`config.mk`:
```
export PLATFORM = sky130hd
export DESIGN_NAME = idsf_status_flags
export DESIGN_NICKNAME = d
export VERILOG_FILES = /design/src/idsf_pkg.sv /design/src/idsf_status_flags.sv
export VERILOG_INCLUDE_DIRS = /design/src
export SDC_FILE = /design/constraint.sdc
export NUM_CORES = 1
export LEC_CHECK = 0
export ABC_AREA = 1
export ABC_CLOCK_PERIOD_IN_PS = 930
export BUFFER_PORTS_ARGS = -buffer_cell sky130_fd_sc_hd__buf_2
export CORE_ASPECT_RATIO = 0.9
export CORE_MARGIN = 10
export CORE_UTILIZATION = 40
export CTS_CLUSTER_DIAMETER = 40
export CTS_CLUSTER_SIZE = 14
export DETAILED_ROUTE_END_ITERATION = 10
export MAX_ROUTING_LAYER = met4
export PLACE_DENSITY = 0.75
export SYNTH_ARGS = -nofsm -noshare
export SYNTH_HDL_FRONTEND = slang
export SYNTH_SLANG_ARGS = --single-unit
export TNS_END_PERCENT = 100
```
`constraint.sdc`:
```
create_clock -name i_ref_clk -period 0.93 [get_ports i_ref_clk]
set_clock_uncertainty 0.15 [all_clocks]
set_input_delay 0 -clock i_ref_clk [delete_from_list [all_inputs] [get_ports i_ref_clk]]
set_output_delay 0 -clock i_ref_clk [all_outputs]
set_load 0.01 [all_outputs]
```
`src/idsf_map.svh`:
```
// Register offsets, bit positions and reset values for the status flag bank
`ifndef IDSF_MAP_SVH
`define IDSF_MAP_SVH
`define IDSF_IFERR_ADDR      15'h0011
`define IDSF_DEVCOND_ADDR    15'h0014
`define IDSF_IFERR_RESET     8'h00
`define IDSF_DEVCOND_RESET   8'h20
`define IDSF_IFERR_WMASK     8'h9F
`define IDSF_BIT_NOT_READY   7
`define IDSF_BIT_CLK_COUNT   4
`define IDSF_BIT_CHECKSUM    3
`define IDSF_BIT_BAD_WRITE   2
`define IDSF_BIT_MULTIBYTE   1
`define IDSF_BIT_BAD_ADDR    0
`define IDSF_BIT_COM_CLAMP   6
`define IDSF_BIT_RESET_SEEN  5
`define IDSF_BIT_ALERT_SUM   3
`define IDSF_BIT_IFERR_SUM   2
`define IDSF_BIT_CLAMP_SUM   1
`define IDSF_CKS_EN_ON       2'h1
`define IDSF_CKS_EN_N_ON     2'h2
`endif

```
`src/idsf_pkg.sv`:
```
// Types shared by the status flag bank
package idsf_pkg;
  // Error events raised by the serial framing logic, one-cycle pulses
  typedef struct packed {
    logic not_ready;
    logic clk_count;
    logic checksum;
    logic bad_write;
    logic multibyte;
    logic bad_addr;
  } idsf_err_s;

  // Register access from the serial framing logic
  typedef struct packed {
    logic        wr;
    logic        rd;
    logic [14:0] addr;
    logic [7:0]  wdata;
  } idsf_acc_s;
endpackage : idsf_pkg

```
`src/idsf_status_flags.sv`:
```
// Interface error flags and device condition flags registers
//
// Function
// - Bit 7 of interface flags sets on early transaction; write one clears.
// - Bit 4 sets on wrong serial clock count; plain read/write bit.
// - Bit 3 sets on checksum mismatch only when enabled; write one clears.
// - Bit 2 sets on write to read-only register; write one clears.
// - Bit 1 sets on partial multibyte access when strict; write one clears.
// - Bit 0 sets on access to unimplemented address; write one clears.
// - Device bit 6 follows common-input clamp live, unlatched.
// - Device bit 5 reads one after reset, clears when read.
// - Device bit 3 is OR of all sixteen channel alert bits.
// - Device bit 2 is OR of all interface flag bits.
// - Device bit 1 latches per-channel clamps, not the common clamp; read clears only if none active.
// - Checksum enabled only when fields hold 0x1 and 0x2.
`timescale 1ns/1ps
`include "idsf_map.svh"

module idsf_status_flags #(
  parameter int N_CH = 8
) (
  input  wire logic                 i_ref_clk,
  input  wire logic                 i_rst,
  input  wire logic                 i_ce,
  input  wire idsf_pkg::idsf_acc_s  i_acc,
  input  wire idsf_pkg::idsf_err_s  i_err,
  input  wire logic [1:0]           i_cks_en,
  input  wire logic [1:0]           i_cks_en_n,
  input  wire logic                 i_whole_register_access_select,
  input  wire logic                 i_com_clamp,
  input  wire logic [N_CH-1:0]      i_upper_limit_alert_bit,
  input  wire logic [N_CH-1:0]      i_lower_limit_alert_bit,
  input  wire logic [N_CH-1:0]      i_per_channel_clamp_bit,
  output logic [7:0]                o_rdata,
  output logic [7:0]                o_interface_error_flags,
  output logic [7:0]                o_device_condition_flags
);

  // ----------------------------------------------------------------
  // Input capture
  // ----------------------------------------------------------------
  // The clamp comparators are analog and asynchronous to this clock
  logic [1:0]      com_sync_q;
  logic [1:0]      com_sync_d;
  logic [N_CH-1:0] clamp_s1_q;
  logic [N_CH-1:0] clamp_s2_q;

  always_comb begin
    com_sync_d = {com_sync_q[0], i_com_clamp};
  end

  always_ff @(posedge i_ref_clk) begin
    if (i_rst) begin
      com_sync_q <= 2'h0;
      clamp_s1_q <= '0;
      clamp_s2_q <= '0;
    end else if (i_ce) begin
      com_sync_q <= com_sync_d;
      clamp_s1_q <= i_per_channel_clamp_bit;
      clamp_s2_q <= clamp_s1_q;
    end
  end

  // ----------------------------------------------------------------
  // Interface error flags
  // ----------------------------------------------------------------
  logic [7:0] iferr_q;
  logic [7:0] iferr_d;
  logic       cks_on;
  logic       wr_iferr;
  logic       rd_devcond;
  logic [7:0] set_v;
  logic [7:0] clr_v;

  assign cks_on = (i_cks_en == `IDSF_CKS_EN_ON) &&
                  (i_cks_en_n == `IDSF_CKS_EN_N_ON);
  assign wr_iferr   = i_acc.wr && (i_acc.addr == `IDSF_IFERR_ADDR);
  assign rd_devcond = i_acc.rd && (i_acc.addr == `IDSF_DEVCOND_ADDR);

  always_comb begin
    set_v = 8'h00;
    clr_v = 8'h00;
    set_v[`IDSF_BIT_NOT_READY] = i_err.not_ready;
    set_v[`IDSF_BIT_CLK_COUNT] = i_err.clk_count;
    set_v[`IDSF_BIT_CHECKSUM]  = i_err.checksum && cks_on;
    set_v[`IDSF_BIT_BAD_WRITE] = i_err.bad_write;
    // Strict mode gate; host is expected to honour whole-register access
    set_v[`IDSF_BIT_MULTIBYTE] = i_err.multibyte &&
                                 i_whole_register_access_select;
    set_v[`IDSF_BIT_BAD_ADDR]  = i_err.bad_addr;
    if (wr_iferr) begin
      clr_v = i_acc.wdata & `IDSF_IFERR_WMASK;
      // Clock count bit is plain R/W: writing zero clears, one sets
      clr_v[`IDSF_BIT_CLK_COUNT] = ~i_acc.wdata[`IDSF_BIT_CLK_COUNT];
      set_v[`IDSF_BIT_CLK_COUNT] = set_v[`IDSF_BIT_CLK_COUNT] |
                                   i_acc.wdata[`IDSF_BIT_CLK_COUNT];
    end
    // A new event in the clearing cycle wins over the clear
    iferr_d = ((iferr_q & ~clr_v) | set_v) & `IDSF_IFERR_WMASK;
  end

  // ----------------------------------------------------------------
  // Device condition flags
  // ----------------------------------------------------------------
  logic       reset_seen_q;
  logic       reset_seen_d;
  logic       clamp_sum_q;
  logic       clamp_sum_d;
  logic [7:0] devcond;
  logic       any_clamp;

  assign any_clamp = |clamp_s2_q;

  always_comb begin
    reset_seen_d = reset_seen_q && !rd_devcond;
    // Clear on read only when no channel clamp is still active
    clamp_sum_d = any_clamp || (clamp_sum_q && !rd_devcond);
  end

  always_comb begin
    devcond = 8'h00;
    devcond[`IDSF_BIT_COM_CLAMP]  = com_sync_q[1];
    devcond[`IDSF_BIT_RESET_SEEN] = reset_seen_q;
    devcond[`IDSF_BIT_ALERT_SUM]  = |{i_upper_limit_alert_bit,
                                      i_lower_limit_alert_bit};
    devcond[`IDSF_BIT_IFERR_SUM]  = |iferr_q;
    devcond[`IDSF_BIT_CLAMP_SUM]  = clamp_sum_q;
  end

  // ----------------------------------------------------------------
  // Read data and registers
  // ----------------------------------------------------------------
  logic [7:0] rdata_d;

  always_comb begin
    rdata_d = 8'h00;
    if (i_acc.rd && i_acc.addr == `IDSF_IFERR_ADDR) begin
      rdata_d = iferr_q;
    end else if (rd_devcond) begin
      rdata_d = devcond;
    end
  end

  always_ff @(posedge i_ref_clk) begin
    if (i_rst) begin
      iferr_q                  <= `IDSF_IFERR_RESET;
      reset_seen_q             <= 1'b1;
      clamp_sum_q              <= 1'b0;
      o_rdata                  <= 8'h00;
      o_interface_error_flags  <= `IDSF_IFERR_RESET;
      o_device_condition_flags <= `IDSF_DEVCOND_RESET;
    end else if (i_ce) begin
      iferr_q                  <= iferr_d;
      reset_seen_q             <= reset_seen_d;
      clamp_sum_q              <= clamp_sum_d;
      o_rdata                  <= rdata_d;
      o_interface_error_flags  <= iferr_q;
      o_device_condition_flags <= devcond;
    end
  end
endmodule : idsf_status_flags

```
Word-level counts from Yosys, hierarchy flattened
Cells that the tools add are included.

Bits in registers: 45. Output and inout bits: 24. Input bits: 64.

Reduce and logical (&&, ||, !) cells: 13. Eq/ne operators: 4. Muxes and demuxes: 4. Bitwise operators: 5.

Operators with widths (count): 15-bit by 5-bit equality test with 1-bit output (second input constant) (2); 8-bit two-way mux (2); 16-bit OR reduction (1); 8-bit bitwise AND (1); 1-bit logical AND (8); 8-bit NOT (1); 8-bit bitwise OR (1); 8-bit OR reduction (1); 7-bit two-way mux (1); 6-bit OR reduction (1); 2-bit by 1-bit equality test with 1-bit output (second input constant) (1); 2-bit equality test (second input constant) (1); 1-bit logical NOT (1); 1-bit logical OR (1); 1-bit two-way mux (1); 1-bit NOT (1); 1-bit bitwise OR (1).

Depth between registers and ports, before layout
Gate-level depths: netlist (run 1).

Word-level depth: 6. Gate-level depth with buffers: 10. Mapped depth without buffers: 9.

Worst setup path before layout (run 1)
OpenSTA, ideal clock, no wires.

Kind: reg-to-reg. From: reg iferr_q[2]. To: reg o_rdata[2]. Period minus slack after synthesis: 1.018 ns. Library setup time: 0.109 ns. Arrival time: 0.759 ns. Data required time: 0.671 ns. Path slack: -0.088 ns. Cell stages (with the launch flop): 9. Cells stage by stage: dfxtp_1 > nor2_1 > nand3_1 > nand2_1 > inv_1 > nand3_1 > nand3_1 > nand2_1 > inv_1.

Longest elaborated chain between the ends: 3.

Ends and longest elaborated chain: start: declaration (RTL line idsf_status_flags.sv:67) `logic [7:0] iferr_q;`; start signal: assignment (RTL line idsf_status_flags.sv:146) `` iferr_q <= `IDSF_IFERR_RESET; ``; start signal: assignment (RTL line idsf_status_flags.sv:153) `iferr_q <= iferr_d;`; 6-bit OR reduction (RTL line idsf_status_flags.sv:126) `` devcond[`IDSF_BIT_IFERR_SUM] = |iferr_q; ``; 7-bit two-way mux (RTL line idsf_status_flags.sv:139) `end else if (rd_devcond) begin`; 8-bit two-way mux (*) (RTL line idsf_status_flags.sv:137) `` if (i_acc.rd && i_acc.addr == `IDSF_IFERR_ADDR) begin ``; end signal: assignment (RTL line idsf_status_flags.sv:156) `o_rdata <= rdata_d;`; end: declaration (RTL line idsf_status_flags.sv:34) `output logic [7:0] o_rdata,`.

Every way passes the cells marked *; elsewhere a longest branch is shown, timed or not. A chain may end at the register's enable or synchronous reset.

Final worst setup path (run 1)
From: reg iferr_q[4]. To: reg o_rdata[2].

Longest elaborated chain between the ends: 3.

Ends and longest elaborated chain (RTL line): 6-bit OR reduction (idsf_status_flags.sv:126); 7-bit two-way mux (idsf_status_flags.sv:139); 8-bit two-way mux (idsf_status_flags.sv:137).

No other way between the ends.

==> metrics.md, run 1 <==
| Metric | Value |
|---|---|
| Largest net degree at the start of global routing | 29 |
| Comb power frac | 0.170 |
| Hold Vio Cnt, Final | 6 |
| Post-DP Area | about 0.0026 mm2 |
| Switching share of power | 0.248 |
| Setup tns final | -1.01 ns |
| Status | finished, violations left |
| Worst Hold Depth | 4 |
| Worst-path cell chain | nor2_4 -> nand3_2 -> nand2_2 -> inv_2 -> nand3_2 -> nand3_2 -> nand2_1 -> inv_1 |
| N_diodes | 0 |
| First-pass iteration count of the detailed router | 4 |
| Hold path start | i_cks_en[1] |
| Worst R2R End | o_rdata[2] |
| Cell with the most instances on the worst path | nand3_2 |
| Detailed placer's ending HPWL | 4380 um |
| Max Fclk | 0.872 GHz |
| Maxcap violations | 0 |
| RSZ-0062 raised after global routing | true |
| Worst r2r src | iferr_q[4] |
| Remaining routing DRC violations | 0 |
| Area leader, netlist | dfxtp_1 |
| Sw Pwr | 1060 uW |
| Clock power share | 0.345 |
| Final wirelength | 6150 um |
| First-pass GRT wire length | between 9000 and 10000 um |
| Die ar. | 0.00820 mm2 |
| Cell variety after synth | 22 |
| Area Overhead vs Synth | 59.2% |
| Cells on worst reg2reg path | 8 |
| Initial Utilization | 0.411 |
| Non-filler instance count after layout | between 400 and 500 |
| Top cells by area, synth | dfxtp_1, nand2_1, nor2_1, a21oi_1, o21ai_0 |
| Worst Hold End | iferr_q[3] |
| DIE HEIGHT | 86.9 um |
| Asr flop ratio synth | 0 |
| Crit path max fanout | 2 |
| Core footprint | 0.00483 mm2 |
| Post-placement cell count | about 440 |
| Seq/Total Area, Yosys | 0.453 |
| Io pins | 88 |
| Pins over their slew limit | 0 |
| Leak pwr | 0.00153 uW |
| TritonCTS clock tree | yes |
| Clk Latency, worst-skew pair | 0.30 ns |
| Share of layout cells above drive strength 1 | 0.467 |
| Maximum clock path buffer count | 2 |
| CP Data Required Time | 0.98 ns |
| Post-DRT Antenna Nets | 0 |
| Crit path launch type | register |
| Most frequent cells after synthesis | nand2_1, dfxtp_1, nor2_1 |
| Number of synthesized register bits | 45 |
| Slowest cell on crit path | dfxtp_2 |
| Vias in the first global route | 2062 |
| Initial antenna violation count | 0 |
| Die Wd | roughly 94 um |
| Yosys warnings | 0 |
| Gate Count Post-Synth | 275 |
| Final RePlAce weighted congestion | around 0.84 |
| Number of synthesized flops with an enable pin | 0 |
| Post-route cell area | 0.00317 mm2 |
| Clock Sinks | 45 |
| GRT overflow | 0 |
| Top delay family on crit path | simple AND/OR/NAND/NOR gates |
| Nets | around 470 |
| WL/cell | 13.1 um |
| Tcrit/Tclk final | 1.23 |
| # hold bufs at CTS | 21 |
| Std cell rows | 24 |
| H-tree lvl count | 2 |
| Most frequent cell after synthesis | nand2_1 |
| Minimum clock period | 1.15 ns |
| Final core area utilization | 0.655 |
| Failing checks | hold timing, setup timing |
| Worst Slack Setup Final | -0.216 ns |
| Synth top area share | 0.453 |
| Worst-path clk slew | 0.09 ns |
| Area of the mapped netlist | slightly below 0.002 mm2 |
| Peak supply drop | 1.04 mV |
| Vias per cell | 4.60 |
| Hold Path Class | in2reg |
| Sequential power share | 0.485 |
| PwrDens | between 1000 and 1500 mW/mm2 |
| Drt initial violations | 103 |
| Crit end category | register |
| Clk root buf | clkbuf_8 |
| Inserted Clock Buffers | 5 |
| CP bufs+invs | 2 |
| Final setup viols | 11 |
| Syn Area/Cell | 7.23 um2 |
| GRT Overall Usage | 0.146 |
| DR vias | ~2200 |
| Overall Power | 4280 uW |
| CP max stage delay | 0.34 ns |
| Critical path arrival | around 1.2 ns |
| Cell-internal power | 3210 uW |
| R2r setup slk | -0.22 ns |
| CP Class | reg2reg |
| Input/output buffers | 80 |
| Primary FF master, synth | dfxtp_1 |
| WHS | -0.161 ns |
==> cell type report <==
cell class / instances / area, um2
Multi-Input combinational cell: 191 / 988
Sequential cell: 45 / 933
Tap cell: 65 / 81.3
Timing Repair Buffer: 134 / 958
Clock buffer: 5 / 68.8
Inverter: 25 / 93.8
Clock inverter: 3 / 43.8
Fill cell: 404 / 1670
==> state kept, by name, summed over array words and instances (netlist names) <==
| name | count |
|---|---|
| clamp_s1_q | 8 |
| clamp_s2_q | 8 |
| clamp_sum_q | 1 |
| com_sync_q | 2 |
| iferr_q | 6 |
| o_device_condition_flags | 5 |
| o_interface_error_flags | 6 |
| o_rdata | 8 |
| reset_seen_q | 1 |
==> worst min-delay path: stages <==
cell and delay (ns):
buf_2 0.07, nor3_1 0.04, nand3b_1 0.07, a21oi_1 0.06
==> metal layers <==
metal / GRT usage / vias to the layer above / share of wire
met5: - / - / 0
met2: 0.237 / 62 / 0.49
met3: 0.0302 / 12 / 0.057
met4: 0.0386 / 0 / 0.020
met1: 0.179 / 956 / 0.43
li1: - / 1123 / -
==> kinds of logic (layout without fill, tap and decap cells) <==
logic type	after synthesis	after routing	share of synthesized area
other	1	5	0.00188
buffers and inverters	43	167	0.106
AOI/OAI and AO/OA	48	48	0.121
and+or+nand+nor	138	138	0.318
DFF	45	45	0.453
==> per-stage QoR <==
stage          setup slack, ns  hold slack, ns
2_1_floorplan          -0.0869         -0.0809
3_3_place_gp            -0.208          0.0695
3_5_place_dp            -0.246          0.0831
4_1_cts                 -0.198          -0.163
5_1_grt                 -0.261          -0.154
6_report                -0.216          -0.161
==> placed cells by master (no fill, tap or decap), types with 7 or more instances in the layout <==
master and instances:
buf_2 71, nand2_1 55, nor2_1 36, dfxtp_2 26, buf_4 26, a21oi_1 22
dlygate4sd3_1 21, dfxtp_1 19, o21ai_0 18, inv_1 16, buf_6 14, nand4_1 13
inv_2 9, a21oi_2 7, nor2_4 7
==> power groups by stage <==
stage | Clock [uW] | Sequential (uW) | Combinational [uW]
after CTS | 1500 | 2060 | 679
after global routing | 1600 | 2080 | 803
after global placement | 0 | 2100 | 578
after floorplan | 0 | 2110 | 272
final | 1470 | 2070 | 728
after detailed placement | 0 | 2100 | 589
==> repair_timing <==
| action | CTS | global route |
|---|---|---|
| resized for setup | 23 | 46 |
| pin swaps | 13 | 10 |
| endpoints found under the setup margin | 16 | 35 |
| hold endpoints to repair | 20 | 4 |
| buffers inserted | 2 | 3 |
==> worst max path at each step <==
stage	from	endpoint	slack, ns	depth (start not counted)
detailed placement	i_acc[9]	o_rdata[7]	-0.25	8
global route	iferr_q[0]	o_rdata[2]	-0.26	8
global placement	i_acc[17]	o_rdata[7]	-0.21	8
finish	iferr_q[4]	o_rdata[2]	-0.22	8
floorplan	iferr_q[0]	o_rdata[2]	-0.09	8
CTS	iferr_q[4]	o_rdata[2]	-0.20	8
Note: power is estimated with default switching activity, not from simulation.
==> run 2, diff against run 1 <==
--- a/config.mk
+++ b/config.mk
@@ -17,6 +17,8 @@
 export DETAILED_ROUTE_END_ITERATION = 10
 export MAX_ROUTING_LAYER = met4
 export PLACE_DENSITY = 0.75
+export REMOVE_ABC_BUFFERS = 1
+export SKIP_CTS_REPAIR_TIMING = 1
 export SYNTH_ARGS = -nofsm -noshare
 export SYNTH_HDL_FRONTEND = slang
 export SYNTH_SLANG_ARGS = --single-unit
==> metrics.md, run 2 (same netlist as run 1, synthesis figures left out) <==
| Metric | Value |
|---|---|
| Nets | 465 (-0.21%) |
| Die ar. | 0.00820 mm2 (unchanged) |
| Clock Sinks | 45 (unchanged) |
| Largest net degree at the start of global routing | 32 (+10%) |
| Vias per cell | 4.68 (+1.8%) |
| CP Class | reg2reg |
| Maxcap violations | 0 (unchanged) |
| WL/cell | 12.9 um (-2.0%) |
| Top Registers | clamp_s1_q: 8 flops, clamp_s2_q: 8 flops, o_rdata: 8 flops |
| Post-DRT Antenna Nets | 0 (unchanged) |
| Final setup viols | 31 (+20) |
| Most common cell after layout, fill and taps aside | buf_2 |
| Critical path arrival | 1.20 ns (about the same) |
| M1 WL | 2370 um (-11%) |
| First-pass GRT wire length | 9060 um (-4.9%) |
| Crit end category | register |
| Vias in the first global route | 1994 (-3.3%) |
| Worst Slack Setup Final | -0.215 ns (+0.00161 ns) |
| Peak supply drop | 0.958 mV (-7.6%) |
| Setup WS pre-CTS | -0.246 ns (-0.000395 ns) |
| Setup tns final | -3.31 ns (-2.30 ns) |
| Worst-path clk slew | 0.08 ns (about the same) |
| Minimum clock period | 1.14 ns (-0.00161 ns) |
| GRT overflow | 0 (unchanged) |
| Share of layout cells above drive strength 1 | 0.438 (-0.0287) |
| Std cell rows | 24 (unchanged) |
| Max Fclk | 0.874 GHz (+0.14%) |
| Inserted Clock Buffers | 5 (unchanged) |
| Pins over their slew limit | 0 (unchanged) |
| Crit path launch type | register |
| Hold path start | i_cks_en[1] |
| Worst Hold End | iferr_q[3] |
| Hold Vio Cnt, Final | 8 (+2) |
| CP Data Required Time | 0.99 ns (about the same) |
| Post-placement cell count | 434 (-0.69%) |
| R2r setup slk | -0.21 ns (about the same) |
| Worst r2r src | iferr_q[7] |
| Clk root buf | clkbuf_8 |
| Final core area utilization | 0.658 (+0.00311) |
| Crit path max fanout | 2 (unchanged) |
| Final wirelength | 6010 um (-2.2%) |
| Core footprint | 0.00483 mm2 (unchanged) |
| WHS | -0.168 ns (-0.00684 ns) |
| First-pass iteration count of the detailed router | 4 (unchanged) |
| Routed met2 length | 3220 um (+6.9%) |
| Tcrit/Tclk final | 1.23 (-0.00173) |
| Drt initial violations | 91 (-12%) |
| Filler Cell Count | 397 (-1.7%) |
| Non-filler instance count after layout | 467 (-0.21%) |
| Input/output buffers | 80 (unchanged) |
| Status | finished, violations left |
| Cells on worst reg2reg path | 8 (unchanged) |
| RSZ-0062 raised after global routing | true |
| Area Overhead vs Synth | 60.0% |
| Final RePlAce weighted congestion | 0.837 (-0.78%) |
| GRT Overall Usage | 0.141 (-0.00474) |
| Worst Hold Depth | 4 (unchanged) |
| Initial Utilization | 0.411 (unchanged) |
| Detailed placer's ending HPWL | 4390 um (+0.37%) |
| Hold Path Class | in2reg |
| Worst R2R End | o_rdata[2] |
| Remaining routing DRC violations | 0 (unchanged) |
| Failing checks | hold timing, setup timing |
| Most frequent cells in the layout | buf_2, nand2_1, nor2_1 |
| Initial antenna violation count | 0 (unchanged) |
| Clk Latency, worst-skew pair | 0.30 ns (about the same) |
| Uppermost layer routed | met4 |
| Leak pwr | 0.00153 uW (about the same) |
| PwrDens | 1360 mW/mm2 (+0.79%) |
| TritonCTS clock tree | yes |
| WL met3 | 319 um (-8.9%) |
| Io pins | 88 (unchanged) |
| DIE HEIGHT | 86.9 um (unchanged) |
| N_diodes | 0 (unchanged) |
| DR vias | 2186 (+1.5%) |
| H-tree lvl count | 2 (unchanged) |
| Die Wd | 94.3 um (unchanged) |
| Maximum clock path buffer count | 2 (unchanged) |
run 2: area by class of cell:
class                           count  area, um2  area share
Clock inverter                      1       30.0     0.00943
Clock buffer                        7       86.3      0.0271
Multi-Input combinational cell    191        940       0.295
Sequential cell                    45        932       0.293
Inverter                           25       93.8      0.0295
Timing Repair Buffer              133       1020       0.320
Tap cell                           65       81.3      0.0256
run 2: critical path: stages, from the launching register on:
cell and delay, ns:
dfxtp_2 0.33, nor2_2 0.12, nand3_1 0.07, nand2_1 0.08, inv_1 0.04, nand3_1 0.05
nand3_1 0.08, nand2_1 0.08, inv_1 0.05
run 2: how the worst max path moves through the flow:
stage / startpoint / end / cells after the start
floorplan: iferr_q[2] / o_rdata[2] / 8
global placement: i_acc[15] / o_rdata[4] / 8
detailed placement: i_acc[15] / o_rdata[0] / 8
CTS: iferr_q[7] / o_rdata[2] / 8
global route: iferr_q[7] / o_rdata[2] / 8
finish: iferr_q[7] / o_rdata[2] / 8
run 2: metal layers:
layer  GRT usage  up-vias
met5           -        -
met4      0.0538        0
met3      0.0362       12
met2       0.241       52
met1       0.153      999
li1            -     1123
run 2: stage by stage:
step,cell area (um2),power (uW)
2_1_floorplan,1890,2320
3_3_place_gp,2630,2660
3_5_place_dp,2630,2680
4_1_cts,2750,4210
5_1_grt,3180,4520
6_report,3180,4330
run 2: power by group:
part / total (uW) / internal, uW / switching, uW
logic: 711 / 387 / 324
registers: 2070 / 2020 / 46.5
clock network: 1550 / 876 / 671
